===== src/hw/tmps_pkg.sv =====
package tmps_pkg;
  // variant: 1'b0 narrow (16/32-bit halves), 1'b1 wide (32/64-bit)
  localparam bit IS_WIDE = 1'b0;
  localparam int HALF_W = IS_WIDE ? 32 : 16; // one half counter
  localparam int PS_W = IS_WIDE ? 16 : 8; // prescale and prescale match
  localparam int FULL_W = 2 * HALF_W; // combined counter
  localparam int EXT_W = HALF_W + PS_W; // half plus prescaler
  localparam int MODE_W = 3;
  localparam int SYNC_W = 24; // one select per half, 12 timers
  localparam int ADDR_W = 8;
  localparam logic [FULL_W-1:0] CNT_ONE = {{(FULL_W-1){1'b0}}, 1'b1};
  localparam logic [FULL_W-1:0] CNT_ZERO = {FULL_W{1'b0}};
  localparam logic [FULL_W-1:0] CNT_ALL = {FULL_W{1'b1}};
  localparam logic [FULL_W-1:0] EXT_MASK =
    {{(FULL_W-EXT_W){1'b0}}, {EXT_W{1'b1}}};

  // counting modes; codes 5..7 are illegal and stop the half
  typedef enum logic [MODE_W-1:0] {
    MODE_ONESHOT, MODE_PERIODIC, MODE_RTC, MODE_CAPCNT, MODE_PWM
  } tmps_mode_e;

  // control register bit positions
  localparam int CFG_SPLIT = 0; // 1: two half-width timers
  localparam int CFG_MODE_A = 1; // 3-bit field
  localparam int CFG_UP_A = 4;
  localparam int CFG_MODE_B = 5; // 3-bit field
  localparam int CFG_UP_B = 8;
  localparam int CFG_EN_A = 9;
  localparam int CFG_EN_B = 10;
  localparam int CFG_RTC_EN = 11;
  localparam int CFG_LDT_A = 12; // load update select, first half
  localparam int CFG_MTT_A = 13; // match update select, first half
  localparam int CFG_LDT_B = 14;
  localparam int CFG_MTT_B = 15;
  localparam logic [31:0] CFG_RST = 32'h0000_0000;
  localparam logic RELOAD_APPLY_NOW = 1'b0;
  localparam logic COMPARE_APPLY_NOW = 1'b0;

  // sync select bits; this module is narrow timer 0
  localparam int NARROW0_FIRST_HALF_SYNC_SELECT = 0;
  localparam int NARROW0_SECOND_HALF_SYNC_SELECT = 1;
  localparam int WIDE0_FIRST_HALF_SYNC_SELECT = 12;

  // register byte offsets
  localparam logic [ADDR_W-1:0] OFF_CFG = 8'h00;
  localparam logic [ADDR_W-1:0] OFF_LOAD_A = 8'h04;
  localparam logic [ADDR_W-1:0] OFF_LOAD_B = 8'h08;
  localparam logic [ADDR_W-1:0] OFF_MATCH_A = 8'h0C;
  localparam logic [ADDR_W-1:0] OFF_MATCH_B = 8'h10;
  localparam logic [ADDR_W-1:0] OFF_PSL_A = 8'h14;
  localparam logic [ADDR_W-1:0] OFF_PSL_B = 8'h18;
  localparam logic [ADDR_W-1:0] OFF_PSM_A = 8'h1C;
  localparam logic [ADDR_W-1:0] OFF_PSM_B = 8'h20;
  localparam logic [ADDR_W-1:0] OFF_VAL_A = 8'h24;
  localparam logic [ADDR_W-1:0] OFF_VAL_B = 8'h28;
  localparam logic [ADDR_W-1:0] OFF_SYNC = 8'h2C;
  localparam logic [ADDR_W-1:0] OFF_STAT = 8'h30;
  localparam logic [ADDR_W-1:0] OFF_VAL_AH = 8'h34;
endpackage


===== src/hw/tmps_half.sv =====
`timescale 1ns/1ns
module tmps_half (
  input wire logic pclk, // system clock
  input wire logic presetn, // async reset, active low
  input wire logic run, // half enabled
  input wire logic up_cfg, // software count direction
  input wire tmps_pkg::tmps_mode_e mode, // counting mode
  input wire logic rtc_en, // rtc count enable
  input wire logic cap_edge, // synchronised capture edge
  input wire logic restart, // sync restart pulse
  input wire logic defer_load, // load waits for timeout
  input wire logic defer_match, // match waits for timeout
  input wire logic ld_wr, // new load value pulse
  input wire logic [tmps_pkg::FULL_W-1:0] ld_val, // extended load
  input wire logic mt_wr, // new match value pulse
  input wire logic [tmps_pkg::FULL_W-1:0] mt_val, // extended match
  input wire logic [tmps_pkg::FULL_W-1:0] wmask, // counter width
  output logic [tmps_pkg::FULL_W-1:0] count_o, // counter value
  output logic match_o, // match event pulse
  output logic tmo_o, // timeout pulse
  output logic pwm_o // pwm level
);
  typedef struct packed {
    logic [tmps_pkg::FULL_W-1:0] cnt; // running count
    logic [tmps_pkg::FULL_W-1:0] load; // active load
    logic [tmps_pkg::FULL_W-1:0] match; // active compare
    logic [tmps_pkg::FULL_W-1:0] ld_pv; // buffered load
    logic [tmps_pkg::FULL_W-1:0] mt_pv; // buffered match
    logic ld_pend; // buffered load waiting
    logic mt_pend; // buffered match waiting
    logic done; // one-shot finished
    logic hit; // match event
    logic tmo; // timeout event
    logic pwm; // pwm output
  } tmps_half_s;
  tmps_half_s s, n;
  logic up; // effective direction
  logic step; // mode permits a step
  logic tick; // counter moves this cycle
  logic tmo; // timeout this cycle

  // next state of the half
  always_comb begin
    n = s;
    up = (mode == tmps_pkg::MODE_RTC) ||
         (up_cfg && mode != tmps_pkg::MODE_PWM);
    unique case (mode)
      tmps_pkg::MODE_ONESHOT, tmps_pkg::MODE_PERIODIC,
      tmps_pkg::MODE_PWM: step = 1'b1;
      tmps_pkg::MODE_RTC: step = rtc_en;
      tmps_pkg::MODE_CAPCNT: step = cap_edge;
      default: step = 1'b0; // illegal code: hold
    endcase
    tick = run && !s.done && step;
    tmo = tick && (up ? s.cnt == s.load : s.cnt == tmps_pkg::CNT_ZERO);
    n.tmo = tmo;
    if (!run) begin
      n.done = 1'b0; // re-enable rearms one-shot
    end
    if (tmo) begin
      if (!up && s.ld_pend) begin
        n.load = s.ld_pv;
        n.ld_pend = 1'b0;
      end
      if (!up && s.mt_pend) begin
        n.match = s.mt_pv;
        n.mt_pend = 1'b0;
      end
      n.cnt = up ? tmps_pkg::CNT_ZERO : n.load;
      if (mode == tmps_pkg::MODE_ONESHOT) begin
        n.done = 1'b1;
        n.cnt = s.cnt; // one-shot parks at its end value
      end
    end else if (tick) begin
      n.cnt = (up ? s.cnt + tmps_pkg::CNT_ONE
                  : s.cnt - tmps_pkg::CNT_ONE) & wmask;
    end
    if (restart) begin
      n.cnt = up ? tmps_pkg::CNT_ZERO : n.load;
      n.done = 1'b0;
    end
    // deferral only while counting down
    if (ld_wr) begin
      if (defer_load && !up) begin
        n.ld_pv = ld_val;
        n.ld_pend = 1'b1;
      end else begin
        n.load = ld_val;
        n.ld_pend = 1'b0;
        if (!up) begin
          n.cnt = ld_val;
        end
      end
    end
    if (mt_wr) begin
      if (defer_match && !up) begin
        n.mt_pv = mt_val;
        n.mt_pend = 1'b1;
      end else begin
        n.match = mt_val;
        n.mt_pend = 1'b0;
      end
    end
    // flag lands with the count that equals the compare value
    n.hit = run && (n.cnt == n.match) && (n.cnt != s.cnt);
    // high while the count lies above the compare value
    n.pwm = run && mode == tmps_pkg::MODE_PWM && n.cnt > n.match;
  end

  // state register
  always_ff @(posedge pclk or negedge presetn) begin
    if (!presetn) begin
      s <= '0;
    end else begin
      s <= n;
    end
  end

  assign count_o = s.cnt;
  assign match_o = s.hit;
  assign tmo_o = s.tmo;
  assign pwm_o = s.pwm;
endmodule


===== src/hw/tmps_top.sv =====
// Local design decisions: the register offsets and the APB interface to the registers.
`timescale 1ns/1ns
// Overview of operation
// - capture count mode compares edges against match
// - pwm duty set by match within load period
// - match events also in periodic and one-shot
// - prescaler acts only in half-width operation
// - prescaler low bits in down-counting one-shot and periodic, else high
// - prescale match joins match in same order
// - prescale match field 8 or 16 bits
// - prescale load field 8 or 16 bits
// - rtc mode stops while rtc enable clear
// - rtc enable matters only in rtc mode
// - sync control lives in first module only
// - sync request restarts every selected counter together
// - full width: second half select ignored
// - immediate load updates running down counter at once
// - timeout load waits for count to zero
// - immediate match becomes active at once
// - timeout match buffered until count to zero
// - deferral applies only when counting down
// - wide full width match is 64 bits
// - running down counter reloads without waiting period end
module tmps_top (
  input wire logic pclk, // system clock, 10 MHz
  input wire logic presetn, // async reset, active low
  input wire logic psel, // apb select
  input wire logic penable, // apb access phase
  input wire logic pwrite, // apb direction
  input wire logic [tmps_pkg::ADDR_W-1:0] paddr, // apb byte address
  input wire logic [31:0] pwdata, // apb write data
  output logic [31:0] prdata, // apb read data
  output logic pready, // apb ready
  output logic pslverr, // apb error, unmapped address
  input wire logic cap_a_i, // capture pin, first half
  input wire logic cap_b_i, // capture pin, second half
  output logic [tmps_pkg::SYNC_W-1:0] sync_o, // restart pulses
  output logic match_a_o, // match pulse, first half
  output logic match_b_o, // match pulse, second half
  output logic timeout_a_o, // timeout pulse, first half
  output logic timeout_b_o, // timeout pulse, second half
  output logic pwm_a_o, // pwm waveform, first half
  output logic pwm_b_o // pwm waveform, second half
);
  typedef struct packed {
    logic [31:0] cfg; // control word
    logic [31:0] load_a; // load, low word in full width
    logic [31:0] load_b; // load, high word in wide full width
    logic [31:0] match_a; // match, low word
    logic [31:0] match_b; // match, high word
    logic [tmps_pkg::PS_W-1:0] psl_a; // prescale load
    logic [tmps_pkg::PS_W-1:0] psl_b;
    logic [tmps_pkg::PS_W-1:0] psm_a; // prescale match
    logic [tmps_pkg::PS_W-1:0] psm_b;
    logic [tmps_pkg::SYNC_W-1:0] sync; // restart pulses
    logic [31:0] prdata; // read data held for access phase
    logic pready; // ready in access phase
    logic pslverr; // error in access phase
    logic [2:0] cap_a; // pin sync chain, bit 0 first
    logic [2:0] cap_b;
    logic ld_wr_a; // load changed, pass to half
    logic ld_wr_b;
    logic mt_wr_a; // match changed, pass to half
    logic mt_wr_b;
  } tmps_top_s;
  tmps_top_s s, n;

  logic split; // two half-width timers
  tmps_pkg::tmps_mode_e mode_a; // first half mode
  tmps_pkg::tmps_mode_e mode_b; // second half mode
  logic up_a; // first half counts up
  logic up_b;
  logic run_a; // first half enabled
  logic run_b; // second half enabled
  logic wr_go; // write completes this edge
  logic rd_setup; // setup phase of an access
  logic rs_a; // restart first half
  logic rs_b; // restart second half
  logic [tmps_pkg::FULL_W-1:0] ld_val_a; // extended load values
  logic [tmps_pkg::FULL_W-1:0] ld_val_b;
  logic [tmps_pkg::FULL_W-1:0] mt_val_a; // extended match values
  logic [tmps_pkg::FULL_W-1:0] mt_val_b;
  logic [tmps_pkg::FULL_W-1:0] wmask_a; // counter width masks
  logic [tmps_pkg::FULL_W-1:0] cnt_a; // counter values
  logic [tmps_pkg::FULL_W-1:0] cnt_b;

  // prescaler sits in the low bits only for down counting one-shot and periodic timers
  function automatic logic ps_low(tmps_pkg::tmps_mode_e m, logic up);
    return !up && (m == tmps_pkg::MODE_ONESHOT ||
                   m == tmps_pkg::MODE_PERIODIC);
  endfunction

  // build the extended value the half counts or compares against
  function automatic logic [tmps_pkg::FULL_W-1:0] ext_join(
    logic sp, logic lsb, logic [31:0] lo, logic [31:0] hi,
    logic [tmps_pkg::PS_W-1:0] ps);
    logic [63:0] whole;
    whole = {hi, lo};
    if (!sp) begin
      // full width: prescaler unused, wide parts span both words
      return whole[tmps_pkg::FULL_W-1:0];
    end
    if (lsb) begin
      return tmps_pkg::FULL_W'({lo[tmps_pkg::HALF_W-1:0], ps});
    end
    return tmps_pkg::FULL_W'({ps, lo[tmps_pkg::HALF_W-1:0]});
  endfunction

  // decode of the control word
  assign split = s.cfg[tmps_pkg::CFG_SPLIT];
  assign mode_a = tmps_pkg::tmps_mode_e'(
    s.cfg[tmps_pkg::CFG_MODE_A +: tmps_pkg::MODE_W]);
  assign mode_b = tmps_pkg::tmps_mode_e'(
    s.cfg[tmps_pkg::CFG_MODE_B +: tmps_pkg::MODE_W]);
  assign up_a = s.cfg[tmps_pkg::CFG_UP_A];
  assign up_b = s.cfg[tmps_pkg::CFG_UP_B];
  assign run_a = s.cfg[tmps_pkg::CFG_EN_A];
  // the second half only exists as a timer when split
  assign run_b = s.cfg[tmps_pkg::CFG_EN_B] && split;
  assign wmask_a = split ? tmps_pkg::EXT_MASK : tmps_pkg::CNT_ALL;

  // extended values are rebuilt from the stored words each cycle
  assign ld_val_a = ext_join(split, ps_low(mode_a, up_a), s.load_a,
                             s.load_b, s.psl_a);
  assign ld_val_b = ext_join(1'b1, ps_low(mode_b, up_b), s.load_b,
                             s.load_b, s.psl_b);
  assign mt_val_a = ext_join(split, ps_low(mode_a, up_a), s.match_a,
                             s.match_b, s.psm_a);
  assign mt_val_b = ext_join(1'b1, ps_low(mode_b, up_b), s.match_b,
                             s.match_b, s.psm_b);

  // own halves restart from the same registered pulse sent outward
  assign rs_a = s.sync[tmps_pkg::NARROW0_FIRST_HALF_SYNC_SELECT];
  assign rs_b = s.sync[tmps_pkg::NARROW0_SECOND_HALF_SYNC_SELECT] &&
                split;

  // apb phases; a write lands only at the ready edge
  assign rd_setup = psel && !penable;
  assign wr_go = psel && penable && s.pready && pwrite && !s.pslverr;

  // next state: bus slave, registers and pin synchronisers
  always_comb begin
    n = s;
    // two flops before the edge detector reads the pins
    n.cap_a = {s.cap_a[1:0], cap_a_i};
    n.cap_b = {s.cap_b[1:0], cap_b_i};
    // change pulses last one cycle
    n.ld_wr_a = 1'b0;
    n.ld_wr_b = 1'b0;
    n.mt_wr_a = 1'b0;
    n.mt_wr_b = 1'b0;
    n.sync = '0;
    // answer is prepared in setup and shown in the access phase
    n.pready = rd_setup;
    n.pslverr = 1'b0;
    n.prdata = 32'h0000_0000;
    if (rd_setup) begin
      unique case (paddr)
        tmps_pkg::OFF_CFG: n.prdata = s.cfg;
        tmps_pkg::OFF_LOAD_A: n.prdata = s.load_a;
        tmps_pkg::OFF_LOAD_B: n.prdata = s.load_b;
        tmps_pkg::OFF_MATCH_A: n.prdata = s.match_a;
        tmps_pkg::OFF_MATCH_B: n.prdata = s.match_b;
        tmps_pkg::OFF_PSL_A: n.prdata = 32'(s.psl_a);
        tmps_pkg::OFF_PSL_B: n.prdata = 32'(s.psl_b);
        tmps_pkg::OFF_PSM_A: n.prdata = 32'(s.psm_a);
        tmps_pkg::OFF_PSM_B: n.prdata = 32'(s.psm_b);
        tmps_pkg::OFF_VAL_A: n.prdata = cnt_a[31:0];
        tmps_pkg::OFF_VAL_B: n.prdata = cnt_b[31:0];
        tmps_pkg::OFF_VAL_AH: n.prdata = 32'(cnt_a >> 32);
        tmps_pkg::OFF_SYNC: n.prdata = 32'h0000_0000; // write only
        tmps_pkg::OFF_STAT: n.prdata = 32'({split, pwm_b_o, pwm_a_o});
        default: n.pslverr = 1'b1; // unmapped address
      endcase
      if (pwrite) begin
        n.prdata = 32'h0000_0000;
      end
    end
    if (wr_go) begin
      unique case (paddr)
        tmps_pkg::OFF_CFG: n.cfg = pwdata;
        tmps_pkg::OFF_LOAD_A: begin
          n.load_a = pwdata;
          n.ld_wr_a = 1'b1;
        end
        tmps_pkg::OFF_LOAD_B: begin
          n.load_b = pwdata;
          n.ld_wr_b = 1'b1;
          n.ld_wr_a = !split; // high word of a wide full load
        end
        tmps_pkg::OFF_MATCH_A: begin
          n.match_a = pwdata;
          n.mt_wr_a = 1'b1;
        end
        tmps_pkg::OFF_MATCH_B: begin
          n.match_b = pwdata;
          n.mt_wr_b = 1'b1;
          n.mt_wr_a = !split;
        end
        tmps_pkg::OFF_PSL_A: begin
          n.psl_a = pwdata[tmps_pkg::PS_W-1:0];
          n.ld_wr_a = 1'b1;
        end
        tmps_pkg::OFF_PSL_B: begin
          n.psl_b = pwdata[tmps_pkg::PS_W-1:0];
          n.ld_wr_b = 1'b1;
        end
        tmps_pkg::OFF_PSM_A: begin
          n.psm_a = pwdata[tmps_pkg::PS_W-1:0];
          n.mt_wr_a = 1'b1;
        end
        tmps_pkg::OFF_PSM_B: begin
          n.psm_b = pwdata[tmps_pkg::PS_W-1:0];
          n.mt_wr_b = 1'b1;
        end
        // only the first module owns this register
        tmps_pkg::OFF_SYNC: n.sync = pwdata[tmps_pkg::SYNC_W-1:0];
        default: ; // read-only registers ignore writes
      endcase
    end
  end

  // state register
  always_ff @(posedge pclk or negedge presetn) begin
    if (!presetn) begin
      s <= '0;
      s.cfg <= tmps_pkg::CFG_RST;
    end else begin
      s <= n;
    end
  end

  // first half, also the full-width timer
  tmps_half u_half_a (
    .pclk(pclk),
    .presetn(presetn),
    .run(run_a),
    .up_cfg(up_a),
    .mode(mode_a),
    .rtc_en(s.cfg[tmps_pkg::CFG_RTC_EN]),
    .cap_edge(s.cap_a[1] && !s.cap_a[2]),
    .restart(rs_a),
    .defer_load(s.cfg[tmps_pkg::CFG_LDT_A] !=
                tmps_pkg::RELOAD_APPLY_NOW),
    .defer_match(s.cfg[tmps_pkg::CFG_MTT_A] !=
                 tmps_pkg::COMPARE_APPLY_NOW),
    .ld_wr(s.ld_wr_a),
    .ld_val(ld_val_a),
    .mt_wr(s.mt_wr_a),
    .mt_val(mt_val_a),
    .wmask(wmask_a),
    .count_o(cnt_a),
    .match_o(match_a_o),
    .tmo_o(timeout_a_o),
    .pwm_o(pwm_a_o)
  );

  // second half, idle unless split
  tmps_half u_half_b (
    .pclk(pclk),
    .presetn(presetn),
    .run(run_b),
    .up_cfg(up_b),
    .mode(mode_b),
    .rtc_en(s.cfg[tmps_pkg::CFG_RTC_EN]),
    .cap_edge(s.cap_b[1] && !s.cap_b[2]),
    .restart(rs_b),
    .defer_load(s.cfg[tmps_pkg::CFG_LDT_B] !=
                tmps_pkg::RELOAD_APPLY_NOW),
    .defer_match(s.cfg[tmps_pkg::CFG_MTT_B] !=
                 tmps_pkg::COMPARE_APPLY_NOW),
    .ld_wr(s.ld_wr_b),
    .ld_val(ld_val_b),
    .mt_wr(s.mt_wr_b),
    .mt_val(mt_val_b),
    .wmask(tmps_pkg::EXT_MASK),
    .count_o(cnt_b),
    .match_o(match_b_o),
    .tmo_o(timeout_b_o),
    .pwm_o(pwm_b_o)
  );

  // bus and sync outputs straight from flops
  assign prdata = s.prdata;
  assign pready = s.pready;
  assign pslverr = s.pslverr;
  assign sync_o = s.sync;
endmodule


===== config.mk =====
export PLATFORM = sky130hd
export DESIGN_NAME = tmps_top
export DESIGN_NICKNAME = d
export VERILOG_FILES = /design/src/hw/tmps_pkg.sv /design/src/hw/tmps_half.sv /design/src/hw/tmps_top.sv
export SDC_FILE = /design/constraint.sdc
export NUM_CORES = 2
export LEC_CHECK = 0
export BUFFER_PORTS_ARGS = -buffer_cell sky130_fd_sc_hd__buf_4
export CELL_PAD_IN_SITES_DETAIL_PLACEMENT = 0
export CELL_PAD_IN_SITES_GLOBAL_PLACEMENT = 2
export CORE_ASPECT_RATIO = 0.75
export CORE_MARGIN = 10
export CORE_UTILIZATION = 41
export DETAILED_ROUTE_END_ITERATION = 8
export PLACE_DENSITY = 0.79
export SLEW_MARGIN = 40
export SYNTH_ARGS = -nofsm -noshare
export SYNTH_HDL_FRONTEND = slang
export SYNTH_SLANG_ARGS = --single-unit
export TNS_END_PERCENT = 1

===== constraint.sdc =====
create_clock -name pclk -period 7.3 [get_ports pclk]
set_clock_uncertainty 0.05 [all_clocks]
set_input_delay 1.095 -clock pclk [delete_from_list [all_inputs] [get_ports pclk]]
set_output_delay 1.095 -clock pclk [all_outputs]
set_load 0.01 [all_outputs]

==> impl_metrics.tcl <==
set metrics [dict create \
    critPathMaxStageDelay_ns 0.64 \
    drc 0 \
    wl_mm 160 \
    startpoint_type "flip-flop" \
    tns_ns 0 \
    place_ws_ns 0.613 \
    grt_pass1_vias 29808 \
    hold_buffers 0 \
    criticalPathCategory "reg2reg" \
    min_from "n[5]" \
    cts_tree "built" \
    yosysSeqAreaShare 0.399 \
    cts_buffer_depth 3 \
    cts.clk_slew.worst_paths_ns 0.07 \
    worstPathRequired_ns 7.82 \
    nets 3874 \
    holdPathEnd "n[6]" \
    yosys_most_used_dff "dfrtp_1" \
    synth_cells 3706 \
    yosysWarnings 0 \
    setup_viol 0 \
    max_freq_ghz 0.145 \
    ys_types 97 \
    rows 94 \
    drive_gt1_frac 0.206 \
    syn_area_um2 36100 \
    cts_setup_buffers 0 \
    dpl.hpwl_mm 122 \
    postRouteAntennaNets 0 \
    synth_top_area_frac 0.399 \
    avgViaCountPerCell 6.53 \
    grt_usage 0.307 \
    syn_area_per_cell_um2 9.74 \
    multi_input_area_um2 19900 \
    drt-initial-drc-count 4783 \
    cp.arrival_ns 7.44 \
    final_max_slew_viol_count 0 \
    timing.final.ws_setup_ns 0.387 \
    end_kind "flip-flop" \
    clock_sinks 576 \
    yosys-top-cells-area "dfrtp_1 40%, mux2_2 9.8%, mux2i_1 6.5%" \
    critPathTopFamily "compound AO/OA/AOI/OAI gates" \
    power_density_nw_per_um2 187 \
    gp_congestion 1.01 \
    path_buf_inv 1 \
    p_leak_nw 19.2 \
    ios 111 \
    fp.coreArea_um2 87500 \
    rsz0062_at_grt "no" \
    die_h_um 277 \
    crit_top_cell "o21ai_0" \
    nFillCells 8439 \
    htreeDepth 2 \
    root_buffer "clkbuf_16" \
    dieArea_um2 100000 \
    antenna_found_initial 16 \
    min_period_ns 6.91 \
    hold_slack_ns 0.298 \
    dr.pass1.iters 8 \
    grt_max_degree 149 \
    startpoint "mode_a[2]" \
    grt_pass1_wl_mm 228 \
    min_period_over_period 0.947 \
    fin_util 0.463 \
    cts_resized 0 \
    ys_async_sr_fraction 1.00 \
    avgRoutedWirePerCell_um 32.5 \
    reg2reg_depth 26 \
    cpMaxStageDelayCell "dfrtp_1" \
    rr_startpoint "mode_a[2]" \
    rrSetupSlack_ns 0.39 \
    syn2layout_area_growth_pct 12.3 \
    hold_class "reg2reg" \
    hold_viol 0 \
    crit-reg2reg-capture "u_half_a.pwm_o" \
    syn_nets 3871 \
    path_max_fanout 10 \
    yosys.area.top_type "dfrtp_1" \
    insertion_delay_ns 0.69 \
    hold_path_depth 0 \
    cap_viol_max_count 0 \
    cts_buffers 61 \
    start_util 0.413 \
    regArea_um2 14400 \
    portBuffers 110 \
    die_width_um 363 \
    outcome "complete, no violations" \
    grt_overflow 0 \
    ys_ff_latch 576 \
    tightest_slew_ns 1.05 \
    slew_headroom 0.290 \
    ir_drop_mv 0.184 \
    synth_edf_count 0 \
    synth_most_common_cell "dfrtp_1" \
    vias 32104 \
    synthTopCellsByCount "576 x dfrtp_1, 313 x mux2_2, 291 x nand2_1" \
]
## sequential cells by signal, summed over array words and instances (netlist names), 3 cells and up
signal and count:
sync_o 24, u_half_b.s 115, s 191, u_half_b.count_o 32
u_half_a.count_o 32, u_half_a.s 131, mode_b 3, prdata 32
n 4, mode_a 3
## power by group
part	switching [mW]	internal, mW
sequential	0.0547	3.21
clock	1.46	2.02
combinational	0.542	0.293
## final cells by class
cell class	count	share of cell area
well taps	1152	0.0355
clock inverters	32	0.0113
inverters	121	0.0112
clock buffers	83	0.0434
flip-flops and latches	576	0.355
multi-input cells	2684	0.492
diodes	6	0.000370
repair buffers	265	0.0509
## worst max path at each step
stage                          end  slack, ns  cells past startpoint
CTS                 u_half_a.pwm_o       0.56                     26
global route        u_half_a.pwm_o       0.04                     26
floorplan           u_half_a.pwm_o       0.63                     29
global placement    u_half_a.pwm_o       0.65                     26
finish              u_half_a.pwm_o       0.39                     26
detailed placement  u_half_a.pwm_o       0.61                     26
## cell usage in the layout (no fill, tap or decap), types with 38 or more instances in the layout
cell type and count:
mux2_2 313, ha_1 116, buf_4 256, and2_1 38, nand2_1 286, nor4_1 41, a21oi_1 205, clkbuf_16 62
inv_1 118, a22oi_1 73, a21o_1 49, a31oi_1 61, xor2_1 63, nor2_1 166, nand4_1 47, nor3_1 59
mux2i_1 229, o21ai_0 189, dfrtp_1 574, nand3_1 83, xnor2_1 74
## metal layers
layer / GRT usage / wire length [um]
met4: 0.0561 / 3030
met3: 0.137 / 24900
met5: 0 / 58
met1: 0.479 / 74100
met2: 0.375 / 57600
## cells by family (layout without fill, tap and decap cells)
logic type / after synthesis / after routing / share of synthesized area
xor+xnor: 137 / 137 / 0.0332
compound gates: 971 / 971 / 0.183
flops: 576 / 576 / 0.399
fa+ha+maj: 119 / 119 / 0.0416
mux: 549 / 549 / 0.163
simple gates: 908 / 908 / 0.124
other cells: 0 / 6 / 0
buf+inv: 446 / 501 / 0.0551
## stage by stage
step                      cells  area, um2  power (mW)
after floorplan            3706      36100        3.76
after global placement     4793      38200        4.14
after detailed placement   4797      38300        4.13
after CTS                  4912      40500        7.58
after global routing       4913      40500        7.80
final                      4919      40600        7.58
(Power assumes the default switching activity.)
